## src/inc/dlf_pkg.sv

```systemverilog
// Constants, state encodings and carrier types of the debug link flash front end
`default_nettype none
package dlf_pkg;
   // Register selector values seen through the link address register
   localparam logic [7:0] DLF_ADDR_CTL       = 8'h02;
   localparam logic [7:0] DLF_ADDR_DAT       = 8'hb4;
   // Reset values
   localparam logic [7:0] DLF_CTL_RESET      = 8'h00;
   localparam logic [7:0] DLF_DAT_RESET      = 8'h00;
   localparam logic [7:0] DLF_SEL_RESET      = 8'h00;
   localparam logic [7:0] DLF_READ_ZERO      = 8'h00;
   // Unlock codes, in the order they must arrive
   localparam logic [7:0] DLF_UNLOCK_FIRST   = 8'h02;
   localparam logic [7:0] DLF_UNLOCK_SECOND  = 8'h01;
   // Flash command codes
   localparam logic [7:0] DLF_CMD_BLOCK_RD   = 8'h06;
   localparam logic [7:0] DLF_CMD_BLOCK_WR   = 8'h07;
   localparam logic [7:0] DLF_CMD_PAGE_ERASE = 8'h08;
   localparam logic [7:0] DLF_CMD_DEV_ERASE  = 8'h03;
   // Frame layout: start bit, two instruction bits, eight data bits, answer bits
   localparam logic [3:0] DLF_INS_LAST       = 4'h1;
   localparam logic [3:0] DLF_BYTE_LAST      = 4'h7;
   localparam logic [3:0] DLF_BYTE_BITS      = 4'h8;
   localparam logic [3:0] DLF_ACK_BITS       = 4'h1;
   localparam logic [3:0] DLF_CNT_ZERO       = 4'h0;
   localparam logic [7:0] DLF_ACK_OK         = 8'h01;
   localparam logic [7:0] DLF_ACK_FULL       = 8'h00;
   // Instruction codes
   localparam logic [1:0] DLF_INS_DATA_RD    = 2'h0;
   localparam logic [1:0] DLF_INS_DATA_WR    = 2'h1;
   localparam logic [1:0] DLF_INS_ADDR_RD    = 2'h2;
   localparam logic [1:0] DLF_INS_ADDR_WR    = 2'h3;

   typedef enum logic [2:0] {
      UL_LOCKED  = 3'b001,
      UL_FIRST   = 3'b010,
      UL_ENABLED = 3'b100
   } dlf_unlock_e;

   typedef enum logic [3:0] {
      LK_IDLE  = 4'b0001,
      LK_INS   = 4'b0010,
      LK_WDAT  = 4'b0100,
      LK_DRIVE = 4'b1000
   } dlf_link_e;

   typedef struct packed {
      logic       known_cmd;
      logic [7:0] data;
   } dlf_word_s;
endpackage : dlf_pkg
`default_nettype wire

```

## src/verilog/dlf_fifo.sv

```systemverilog
// Synchronous FIFO with valid/ready on both sides
`default_nettype none
module dlf_fifo #(
   parameter int WIDTH = 9,
   parameter int DEPTH = 16
) (
   input  wire logic             ref_clk,
   input  wire logic             reset,
   input  wire logic             in_valid,
   output logic                  in_ready,
   input  wire logic [WIDTH-1:0] in_data,
   output logic                  out_valid,
   input  wire logic             out_ready,
   output logic      [WIDTH-1:0] out_data
);
   localparam int AW = $clog2(DEPTH);

   logic [WIDTH-1:0] mem_r [DEPTH];
   logic [AW-1:0]    wr_ptr_r;
   logic [AW-1:0]    rd_ptr_r;
   logic [AW:0]      count_r;
   logic             push;
   logic             pop;

   assign in_ready  = (count_r != (AW+1)'(DEPTH));
   assign out_valid = (count_r != '0);
   assign out_data  = mem_r[rd_ptr_r];
   assign push      = in_valid & in_ready;
   assign pop       = out_valid & out_ready;

   always_ff @(posedge ref_clk) begin
      if (push) begin
         mem_r[wr_ptr_r] <= in_data;
      end
   end

   always_ff @(posedge ref_clk) begin
      if (reset) begin
         wr_ptr_r <= '0;
         rd_ptr_r <= '0;
      end else begin
         if (push) begin
            wr_ptr_r <= (wr_ptr_r == AW'(DEPTH-1)) ? '0 : wr_ptr_r + 1'b1;
         end
         if (pop) begin
            rd_ptr_r <= (rd_ptr_r == AW'(DEPTH-1)) ? '0 : rd_ptr_r + 1'b1;
         end
      end
   end

   always_ff @(posedge ref_clk) begin
      if (reset) begin
         count_r <= '0;
      end else if (push && !pop) begin
         count_r <= count_r + 1'b1;
      end else if (pop && !push) begin
         count_r <= count_r - 1'b1;
      end
   end
endmodule : dlf_fifo
`default_nettype wire

```

## src/verilog/dlf_link_flash.sv

```systemverilog
// Debug link front end: link framing, programming unlock, data register and flash byte queue
// Summary of operation
// - Control register at link address 0x02, resets zero
// - Programming unlocks after 0x02 then 0x01
// - Programming stays enabled until system reset
// - Data register at link address 0xB4, resets zero
// - Data register carries commands; 0x06 read, 0x07 write
// - Command 0x08 page erase, 0x03 device erase
// - Halted device stalls peripherals and user code
// - Halted link owns shared clock and data pins
// - Address register selects target of data accesses
// - Host clock plus one shared bidirectional data line
`default_nettype none
module dlf_link_flash
   import dlf_pkg::*;
#(
   parameter int FIFO_DEPTH = 16
) (
   input  wire logic       ref_clk,
   input  wire logic       reset,
   input  wire logic       halt_req,
   input  wire logic       debug_link_clock,
   input  wire logic       debug_link_data_in,
   output logic            debug_link_data_out,
   output logic            debug_link_data_oe,
   output logic            core_stall,
   output logic            pins_borrowed,
   output logic            prog_enabled,
   output logic            flash_valid,
   input  wire logic       flash_ready,
   output dlf_word_s       flash_word,
   input  wire logic       flash_rd_valid,
   input  wire logic [7:0] flash_rd_data
);
   ////////////////////////////////////////////////////////////////////////////////
   logic        ck_s1_r, ck_s2_r, ck_d_r;
   logic        dt_s1_r, dt_s2_r;
   logic        ck_rise, ck_fall;
   dlf_link_e   link_r;
   dlf_unlock_e unlock_r;
   logic [3:0]  cnt_r;
   logic [1:0]  ins_r;
   logic [1:0]  ins_now;
   logic [7:0]  shift_r;
   logic [7:0]  tx_r;
   logic [7:0]  wr_byte;
   logic [7:0]  ctl_r;
   logic [7:0]  dat_r;
   logic [7:0]  sel_r;
   logic [7:0]  rd_value;
   logic        ins_done, wr_done;
   logic        ctl_wr, dat_wr, sel_wr;
   logic        push_valid, push_ready;
   logic        stall_r, borrow_r, prog_r, out_r, oe_r;
   dlf_word_s   push_word;

   // Pins come from the host's domain; the second stage and its delayed copy ck_d_r feed logic
   always_ff @(posedge ref_clk) begin
      if (reset) begin
         ck_s1_r <= 1'b0;
         ck_s2_r <= 1'b0;
         ck_d_r  <= 1'b0;
         dt_s1_r <= 1'b1;
         dt_s2_r <= 1'b1;
      end else begin
         ck_s1_r <= debug_link_clock;
         ck_s2_r <= ck_s1_r;
         ck_d_r  <= ck_s2_r;
         dt_s1_r <= debug_link_data_in;
         dt_s2_r <= dt_s1_r;
      end
   end

   // Framing only runs while the link holds the pins
   assign ck_rise = ck_s2_r & ~ck_d_r & borrow_r;
   assign ck_fall = ~ck_s2_r & ck_d_r & borrow_r;

   ////////////////////////////////////////////////////////////////////////////////
   assign ins_now  = {dt_s2_r, ins_r[1]};
   assign wr_byte  = {dt_s2_r, shift_r[7:1]};
   assign ins_done = ck_rise && (link_r == LK_INS) && (cnt_r == DLF_INS_LAST);
   assign wr_done  = ck_rise && (link_r == LK_WDAT) && (cnt_r == DLF_BYTE_LAST);
   assign sel_wr   = wr_done && (ins_r == DLF_INS_ADDR_WR);
   assign ctl_wr   = wr_done && (ins_r == DLF_INS_DATA_WR) && (sel_r == DLF_ADDR_CTL);
   assign dat_wr   = wr_done && (ins_r == DLF_INS_DATA_WR) && (sel_r == DLF_ADDR_DAT);

   always_comb begin
      if (ins_now == DLF_INS_ADDR_RD) begin
         rd_value = sel_r;
      end else if (sel_r == DLF_ADDR_CTL) begin
         rd_value = ctl_r;
      end else if (sel_r == DLF_ADDR_DAT) begin
         rd_value = dat_r;
      end else begin
         rd_value = DLF_READ_ZERO;
      end
   end

   always_ff @(posedge ref_clk) begin
      if (reset) begin
         link_r  <= LK_IDLE;
         cnt_r   <= DLF_CNT_ZERO;
         ins_r   <= DLF_INS_DATA_RD;
         shift_r <= DLF_READ_ZERO;
         tx_r    <= DLF_READ_ZERO;
         out_r   <= 1'b1;
         oe_r    <= 1'b0;
      end else begin
         case (link_r)
            LK_IDLE: begin
               oe_r <= 1'b0;
               if (ck_rise && !dt_s2_r) begin
                  link_r <= LK_INS;
                  cnt_r  <= DLF_CNT_ZERO;
               end
            end
            LK_INS: begin
               if (ck_rise) begin
                  ins_r <= ins_now;
                  cnt_r <= cnt_r + 4'h1;
                  if (ins_done && ins_now[0]) begin
                     link_r <= LK_WDAT;
                     cnt_r  <= DLF_CNT_ZERO;
                  end else if (ins_done) begin
                     link_r <= LK_DRIVE;
                     tx_r   <= rd_value;
                     cnt_r  <= DLF_BYTE_BITS;
                  end
               end
            end
            LK_WDAT: begin
               if (ck_rise) begin
                  shift_r <= wr_byte;
                  cnt_r   <= cnt_r + 4'h1;
                  if (wr_done) begin
                     link_r <= LK_DRIVE;
                     cnt_r  <= DLF_ACK_BITS;
                     // A data write that finds the queue full is answered with a zero
                     tx_r   <= (dat_wr && prog_r && !push_ready) ? DLF_ACK_FULL : DLF_ACK_OK;
                  end
               end
            end
            LK_DRIVE: begin
               if (ck_fall) begin
                  if (cnt_r != DLF_CNT_ZERO) begin
                     out_r <= tx_r[0];
                     oe_r  <= 1'b1;
                     tx_r  <= {1'b0, tx_r[7:1]};
                     cnt_r <= cnt_r - 4'h1;
                  end else begin
                     oe_r   <= 1'b0;
                     out_r  <= 1'b1;
                     link_r <= LK_IDLE;
                  end
               end
            end
            default: begin
               link_r <= LK_IDLE;
               oe_r   <= 1'b0;
            end
         endcase
         // Abandon the frame on the edge that hands the pins back, so oe never outlives ownership
         if (!(halt_req | prog_r)) begin
            link_r <= LK_IDLE;
            oe_r   <= 1'b0;
         end
      end
   end

   ////////////////////////////////////////////////////////////////////////////////
   always_ff @(posedge ref_clk) begin
      if (reset) begin
         sel_r <= DLF_SEL_RESET;
      end else if (sel_wr) begin
         sel_r <= wr_byte;
      end
   end

   always_ff @(posedge ref_clk) begin
      if (reset) begin
         ctl_r <= DLF_CTL_RESET;
      end else if (ctl_wr) begin
         ctl_r <= wr_byte;
      end
   end

   // Returned flash bytes win over a host write landing in the same cycle
   always_ff @(posedge ref_clk) begin
      if (reset) begin
         dat_r <= DLF_DAT_RESET;
      end else if (flash_rd_valid) begin
         dat_r <= flash_rd_data;
      end else if (dat_wr) begin
         dat_r <= wr_byte;
      end
   end

   // Only system reset leaves the enabled state
   always_ff @(posedge ref_clk) begin
      if (reset) begin
         unlock_r <= UL_LOCKED;
      end else if (ctl_wr) begin
         case (unlock_r)
            UL_LOCKED: begin
               unlock_r <= (wr_byte == DLF_UNLOCK_FIRST) ? UL_FIRST : UL_LOCKED;
            end
            UL_FIRST: begin
               unlock_r <= (wr_byte == DLF_UNLOCK_SECOND) ? UL_ENABLED : UL_LOCKED;
            end
            UL_ENABLED: begin
               unlock_r <= UL_ENABLED;
            end
            default: begin
               unlock_r <= UL_LOCKED;
            end
         endcase
      end
   end

   always_ff @(posedge ref_clk) begin
      if (reset) begin
         prog_r   <= 1'b0;
         stall_r  <= 1'b0;
         borrow_r <= 1'b0;
      end else begin
         prog_r   <= prog_r | (ctl_wr && (unlock_r == UL_FIRST) &&
                               (wr_byte == DLF_UNLOCK_SECOND));
         stall_r  <= halt_req | prog_r;
         borrow_r <= halt_req | prog_r;
      end
   end

   ////////////////////////////////////////////////////////////////////////////////
   assign push_valid          = dat_wr & prog_r;
   assign push_word.data      = wr_byte;
   assign push_word.known_cmd = (wr_byte == DLF_CMD_BLOCK_RD) || (wr_byte == DLF_CMD_BLOCK_WR) ||
                                (wr_byte == DLF_CMD_PAGE_ERASE) ||
                                (wr_byte == DLF_CMD_DEV_ERASE);

   dlf_fifo #(
      .WIDTH ($bits(dlf_word_s)),
      .DEPTH (FIFO_DEPTH)
   ) u_fifo (
      .ref_clk   (ref_clk),
      .reset     (reset),
      .in_valid  (push_valid),
      .in_ready  (push_ready),
      .in_data   (push_word),
      .out_valid (flash_valid),
      .out_ready (flash_ready),
      .out_data  (flash_word)
   );

   assign debug_link_data_out = out_r;
   assign debug_link_data_oe  = oe_r;
   assign core_stall          = stall_r;
   assign pins_borrowed       = borrow_r;
   assign prog_enabled        = prog_r;
endmodule : dlf_link_flash
`default_nettype wire

```

## config.mk

```make
export PLATFORM = sky130hd
export DESIGN_NAME = dlf_link_flash
export DESIGN_NICKNAME = d
export VERILOG_FILES = /design/src/inc/dlf_pkg.sv /design/src/verilog/dlf_fifo.sv /design/src/verilog/dlf_link_flash.sv
export SDC_FILE = /design/constraint.sdc
export NUM_CORES = 1
export LEC_CHECK = 0
export ABC_CLOCK_PERIOD_IN_PS = 11100
export BUFFER_PORTS_ARGS = -buffer_cell sky130_fd_sc_hd__buf_2
export CORE_MARGIN = 3
export CORE_UTILIZATION = 66
export CTS_CLUSTER_SIZE = 16
export DETAILED_ROUTE_END_ITERATION = 10
export PLACE_DENSITY_LB_ADDON = 0.12
export SLEW_MARGIN = 0
export SYNTH_ARGS = -nofsm -noshare
export SYNTH_HDL_FRONTEND = slang
export SYNTH_SLANG_ARGS = --single-unit
```

## constraint.sdc

```tcl
create_clock -name ref_clk -period 11.1 [get_ports ref_clk]
set_clock_uncertainty 0.15 [all_clocks]
set_input_delay 1.11 -clock ref_clk [delete_from_list [all_inputs] [get_ports ref_clk]]
set_output_delay 1.11 -clock ref_clk [all_outputs]
set_load 0.005 [all_outputs]
```

======== Word level (Yosys, flattened, before mapping) ========
Memory sizes are Yosys's and may differ from the RTL's. A register that Yosys moved wholly into a read port is not among the register bits.
Index checks and enable logic that the tools add are counted.
word-level totals
  latch bits .............................. 0
  RAM bits ................................ 144
  bits in read-only memories .............. 0
  flip-flop bits (word level) ............. 75
  output and inout port bits .............. 15
  input port bits ......................... 15
  memories kept ........................... 1
  word-level logic and storage cells ...... 159
memory list
  name          words  bits a word  read ports  clocked after Yosys merged registers in  write ports  RTL line        source
  u_fifo.mem_r  16     9            1           1                                        1            dlf_fifo.sv:18  logic [WIDTH-1:0] mem_r [DEPTH];
cells by class
  bitwise gates (word level) .............. 13
  reductions and logical operators ........ 38
  magnitude comparators ................... 0
  div/mod/pow operators ................... 0
  equal/unequal tests ..................... 33
  shifts and indexed selects .............. 0
  multiplexer cells ....................... 47
  $mul .................................... 0
  $add $sub $neg .......................... 6
operators by type and width
  kind                   count
  $mux W8                12
  $mux W4                20
  $pmux W4 S4            2
  $eq A8 B2 Y1 const B   3
  $pmux W8 S3            1
  $ne A2 B2 Y1 const B   9
  $eq A8 B3 Y1 const B   2
  $logic_and A1 B1 Y1    16
  $add A4 B1 Y4 const B  3
  $eq A4 B4 Y1 const B   3
  $mux W5                2
  $pmux W3 S3            1
  $eq A4 B1 Y1 const B   2
  $eq A4 B3 Y1 const B   2
  $eq A8 B1 Y1 const B   1
  $eq A8 B4 Y1 const B   1
  $eq A8 B8 Y1 const B   1
  $reduce_and A2 Y1      4
  $reduce_and A8 Y1      1
  $reduce_bool A4 Y1     2
  $and A1 B1 Y1          7
  $reduce_and A7 Y1      1
  $mux W1                6
  $reduce_and A6 Y1      1
  22 further kinds       34

======== Longest topological paths before layout ========
  depth in word-level cells ............... 13
  gate-level depth with buffers ........... 14
  gate-level depth less buffers ........... 13

======== Modules after synthesis ========
Synthesis repeated with hierarchy kept, for this count alone.
unflattened totals
  cells, all modules ...................... 662
  area total of the unflattened synthesis .. 9,347.7 um^2
by module, submodules not included
  module          instances  cells an instance  area each (um^2)  seq. area each (um^2)
  dlf_fifo        1          335                6,366.1           4,664.5
  dlf_link_flash  1          327                2,981.6           1,221.2

======== Worst setup path before layout ========
No wires, ideal clock.
  path kind ............................... reg2reg
  start point ............................. reg link_r[3]
  end point ............................... reg u_fifo.count_r[4]
  required time ........................... 10,880 ps
  path buffers ............................ 2
  arrival ................................. 3,370 ps
  library setup time ...................... 70 ps
  clock period less this slack ............ 3,590 ps
  stages on the path, launching flop included .. 15
  slack ................................... 7,510 ps
  cells stage by stage .................... dfxtp_1 > buf_6 > or4b_1 > buf_2 > nor4_4 > nand4_2 > inv_1 > ha_1 > inv_1 > fa_1 > a21o_1 > a21oi_1 > xnor2_1 > or3_1 > a21oi_1
on the way
  cells in the longest elaborated chain, start to end .. 10
  elaborated cells between the ends (all ways) .. 12
  those cells by class .................... eq/ne (1); mux (1); bitwise (2); reduce/logical (8)
ends and longest elaborated chain
  item                                   RTL line               source
  start, declared                        dlf_link_flash.sv:39   dlf_link_e link_r;
  start signal, assigned                 dlf_link_flash.sv:101  link_r <= LK_IDLE;
  start signal, assigned                 dlf_link_flash.sv:113  link_r <= LK_INS;
  start signal, assigned                 dlf_link_flash.sv:122  link_r <= LK_WDAT;
  $eq A4 B3 Y1 (*)                       dlf_link_flash.sv:82   assign wr_done = ck_rise && (link_r == LK_WDAT) && (cnt_r == DLF_BYTE_LAST);
  $logic_and A1 B1 Y1 (*) (2 in series)  dlf_link_flash.sv:82
  $logic_and A1 B1 Y1 (*) (2 in series)  dlf_link_flash.sv:85   assign dat_wr = wr_done && (ins_r == DLF_INS_DATA_WR) && (sel_r == DLF_ADDR_DAT);
  $and A1 B1 Y1 (*)                      dlf_link_flash.sv:234  assign push_valid = dat_wr & prog_r;
  $and A1 B1 Y1 (*)                      dlf_fifo.sv:28         assign push = in_valid & in_ready;
  net u_fifo.push                        dlf_fifo.sv:22         logic push;
  $logic_not A1 Y1                       dlf_fifo.sv:56         end else if (pop && !push) begin
  $logic_and A1 B1 Y1                    dlf_fifo.sv:56
  $reduce_bool A2 Y1 (no line)           n/a
  end signal, assigned                   dlf_fifo.sv:55         count_r <= count_r + 1'b1;
  end signal, assigned                   dlf_fifo.sv:57         count_r <= count_r - 1'b1;
  end, declared                          dlf_fifo.sv:21         logic [AW:0] count_r;
Mark *: on every way through the listed nets, which the timed path passes. The rest lies on a longest branch.
A chain may end at the register's enable or synchronous reset.

======== Worst setup path in the final report ========
  start point ............................. reg link_r[2]
  end point ............................... reg u_fifo.count_r[4]
Same word-level chain as after synthesis.

==> flow_summary.json <==
{
  "status": "finished clean",
  "yosysTopAreaCell": "edfxtp_1",
  "cp-start-kind": "flop",
  "n_antenna_cell": 0,
  "tns_ps": 0,
  "whs_ps": 263,
  "grt_pass1_wl_um": 33700,
  "ant_nets": 0,
  "yosysWarnings": 0,
  "clock_latency_ps": 510,
  "cts_sinks": 222,
  "pre_cts_ws_ps": 6710,
  "rsz0062_at_grt": "no",
  "start_util": 0.688,
  "gp_congestion": 0.872,
  "slew_violations": 0,
  "finalPower_mw": 1.64,
  "antenna_found_initial": 0,
  "synthesis.nets": 702,
  "post_cts_buffers": 0,
  "wl_um": 21100,
  "drc": 0,
  "rows": 42,
  "setup_viol": 0,
  "syn_to_final_growth_pct": 11.0,
  "grt_max_degree": 69,
  "place_inst": 844,
  "max_freq_mhz": 223,
  "period_needed_ps": 4490,
  "swShare": 0.196,
  "synthesis.instances": 673,
  "cts_buffer_depth": 3,
  "grt_pass1_vias": 5915,
  "cts_resized": 0,
  "ys_async_sr_fraction": 0,
  "wl_per_cell_um": 23.9,
  "cts_inserted_buffers": 22,
  "ys_ff_latch": 222,
  "tightest_slew_ps": 1280,
  "leakagePower_nw": 3.35,
  "io_buffer_count": 29,
  "pwr-share-comb": 0.009,
  "setup_slack_ps": 6610,
  "power_density_mw_per_mm2": 158,
  "worstHoldPathType": "flop to flop",
  "drive_gt1_frac": 0.194,
  "arrival_ps": 4750,
  "final_nets": 721,
  "p_int_mw": 1.32,
  "yosys-top-cells-area": "edfxtp_1 46%, dfxtp_1 17%, mux4_2 11%",
  "synth_enable_flop_cells": 144,
  "critPathMaxFanout": 17,
  "synth.distinct_cells": 64,
  "final_cell_count_no_fill": 884,
  "overflow": 0,
  "synth-seq-area-share": 0.631,
  "drt_pre_antenna_iters": 6,
  "drt_first_iter_violations": 455,
  "core_mm2": 0.0136,
  "synth_common_cells": "144 x edfxtp_1, 78 x dfxtp_1, 55 x nand2_1",
  "cts_tree": "built",
  "period_share": 0.404,
  "grtUsageTotal": 0.276,
  "path_class": "flop to flop",
  "cts_htree_levels": 1,
  "avgSynthCellArea_um2": 13.9,
  "vias": 5897,
  "synth_ff_type": "edfxtp_1",
  "critPathRequiredTime_ps": 11360,
  "io_pins": 30,
  "dp.final_hpwl_um": 12500,
  "p_seq_frac": 0.534,
  "netlist.area_leader.share": 0.463,
  "cap_violations": 0,
  "relSlewSlack": 0.149,
  "cts_root_buf": "clkbuf_16",
  "hold_violations": 0,
  "fp.dieH_um": 125,
  "irDropWorstVdd_mv": 0.114,
  "die_x_um": 125,
  "p_clk_frac": 0.457,
  "worst_setup_path_end_kind": "flop",
  "path_clk_slew_ps": 60,
  "yosysMostFrequentCell": "edfxtp_1",
  "dieArea_mm2": 0.0156,
  "avgViaCountPerCell": 6.67,
  "cts_hold_buf": 0,
  "p_switching_uw": 321,
  "syn-cell-area_mm2": 0.00933
}
power by group through the flow:
stage	clock network, mW	logic, mW	registers, mW
floorplan	0	0.0101	0.892
global placement	0	0.0138	0.893
detailed placement	0	0.0143	0.893
CTS	0.755	0.0145	0.875
global route	0.791	0.0161	0.875
finish	0.749	0.0145	0.875
worst max-delay path: stages (launching register included):
cell     delay (ps)
dfxtp_1         500
or4b_1          630
nor4_4          520
nand4_2         570
inv_1           330
ha_1            240
inv_1           110
fa_1            470
a21o_1          170
a21oi_1         170
xnor2_1          90
or3_1           300
a21oi_1         150
routing by layer:
metal  vias to the layer above  wire [um]  share of wire  global-route usage
met5                         -          0              0                   0
met4                         0        712          0.034               0.110
met3                        62       1410          0.067              0.0412
met2                       265      11000           0.52               0.480
met1                      2941       7990           0.38               0.354
li1                       2629          -              -                   -
cell type report:
cell class	instances	area, um2
clock buffer	30	622
multi-input combinational	391	3250
tap	176	220
inverter	18	67.6
clock inverter	10	106
timing repair buffer	37	205
sequential	222	5890
fill	799	3200
placed cells by master, fill, tap and decap left out, types with 6 or more instances in the layout:
cell,count
edfxtp_1,144
dfxtp_1,77
mux2i_1,12
o211a_1,6
ha_1,13
o21ai_0,16
nand3_1,11
a22oi_1,13
inv_1,18
a211oi_1,9
nor3_1,10
a21oi_1,48
nand2_1,55
nor4_2,8
clkbuf_16,23
buf_2,29
mux4_2,45
and3_1,7
buf_4,8
nor2_1,45
nor4_1,6
sequential cells by signal, indices dropped and copies added (netlist names), 2 cells and up, named ones only:
name             flops
u_fifo.wr_ptr_r      4
link_r               4
unlock_r             3
tx_r                 8
u_fifo.count_r       5
cnt_r                4
ctl_r                8
sel_r                8
dat_r                8
ins_r                2
shift_r              7
u_fifo.mem_r       144
u_fifo.rd_ptr_r      4
cells by family after synthesis:
group,share of synthesized area
compound gates,0.0905
xor+xnor,0.00751
fa+ha+maj,0.0196
buf+inv,0.0276
flops,0.631
mux,0.121
simple gates,0.103
metrics by stage:
stage	util	cell area, um2
2_1_floorplan	-	9330
3_3_place_gp	0.711	9630
3_5_place_dp	0.711	9630
4_1_cts	0.764	10400
5_1_grt	0.764	10400
6_report	0.764	10400
path summary, 6_finish.rpt:
kind / slack [ps] / startpoint / to / cells after the start
worst min register to register: 260 / dt_s1_r / dt_s2_r / 1
worst min-delay path: 260 / dt_s1_r / dt_s2_r / 1
worst max register to register: 6610 / link_r[2] / u_fifo.count_r[4] / 12
worst max-delay path: 6610 / link_r[2] / u_fifo.count_r[4] / 12
(Power assumes the default switching activity.)
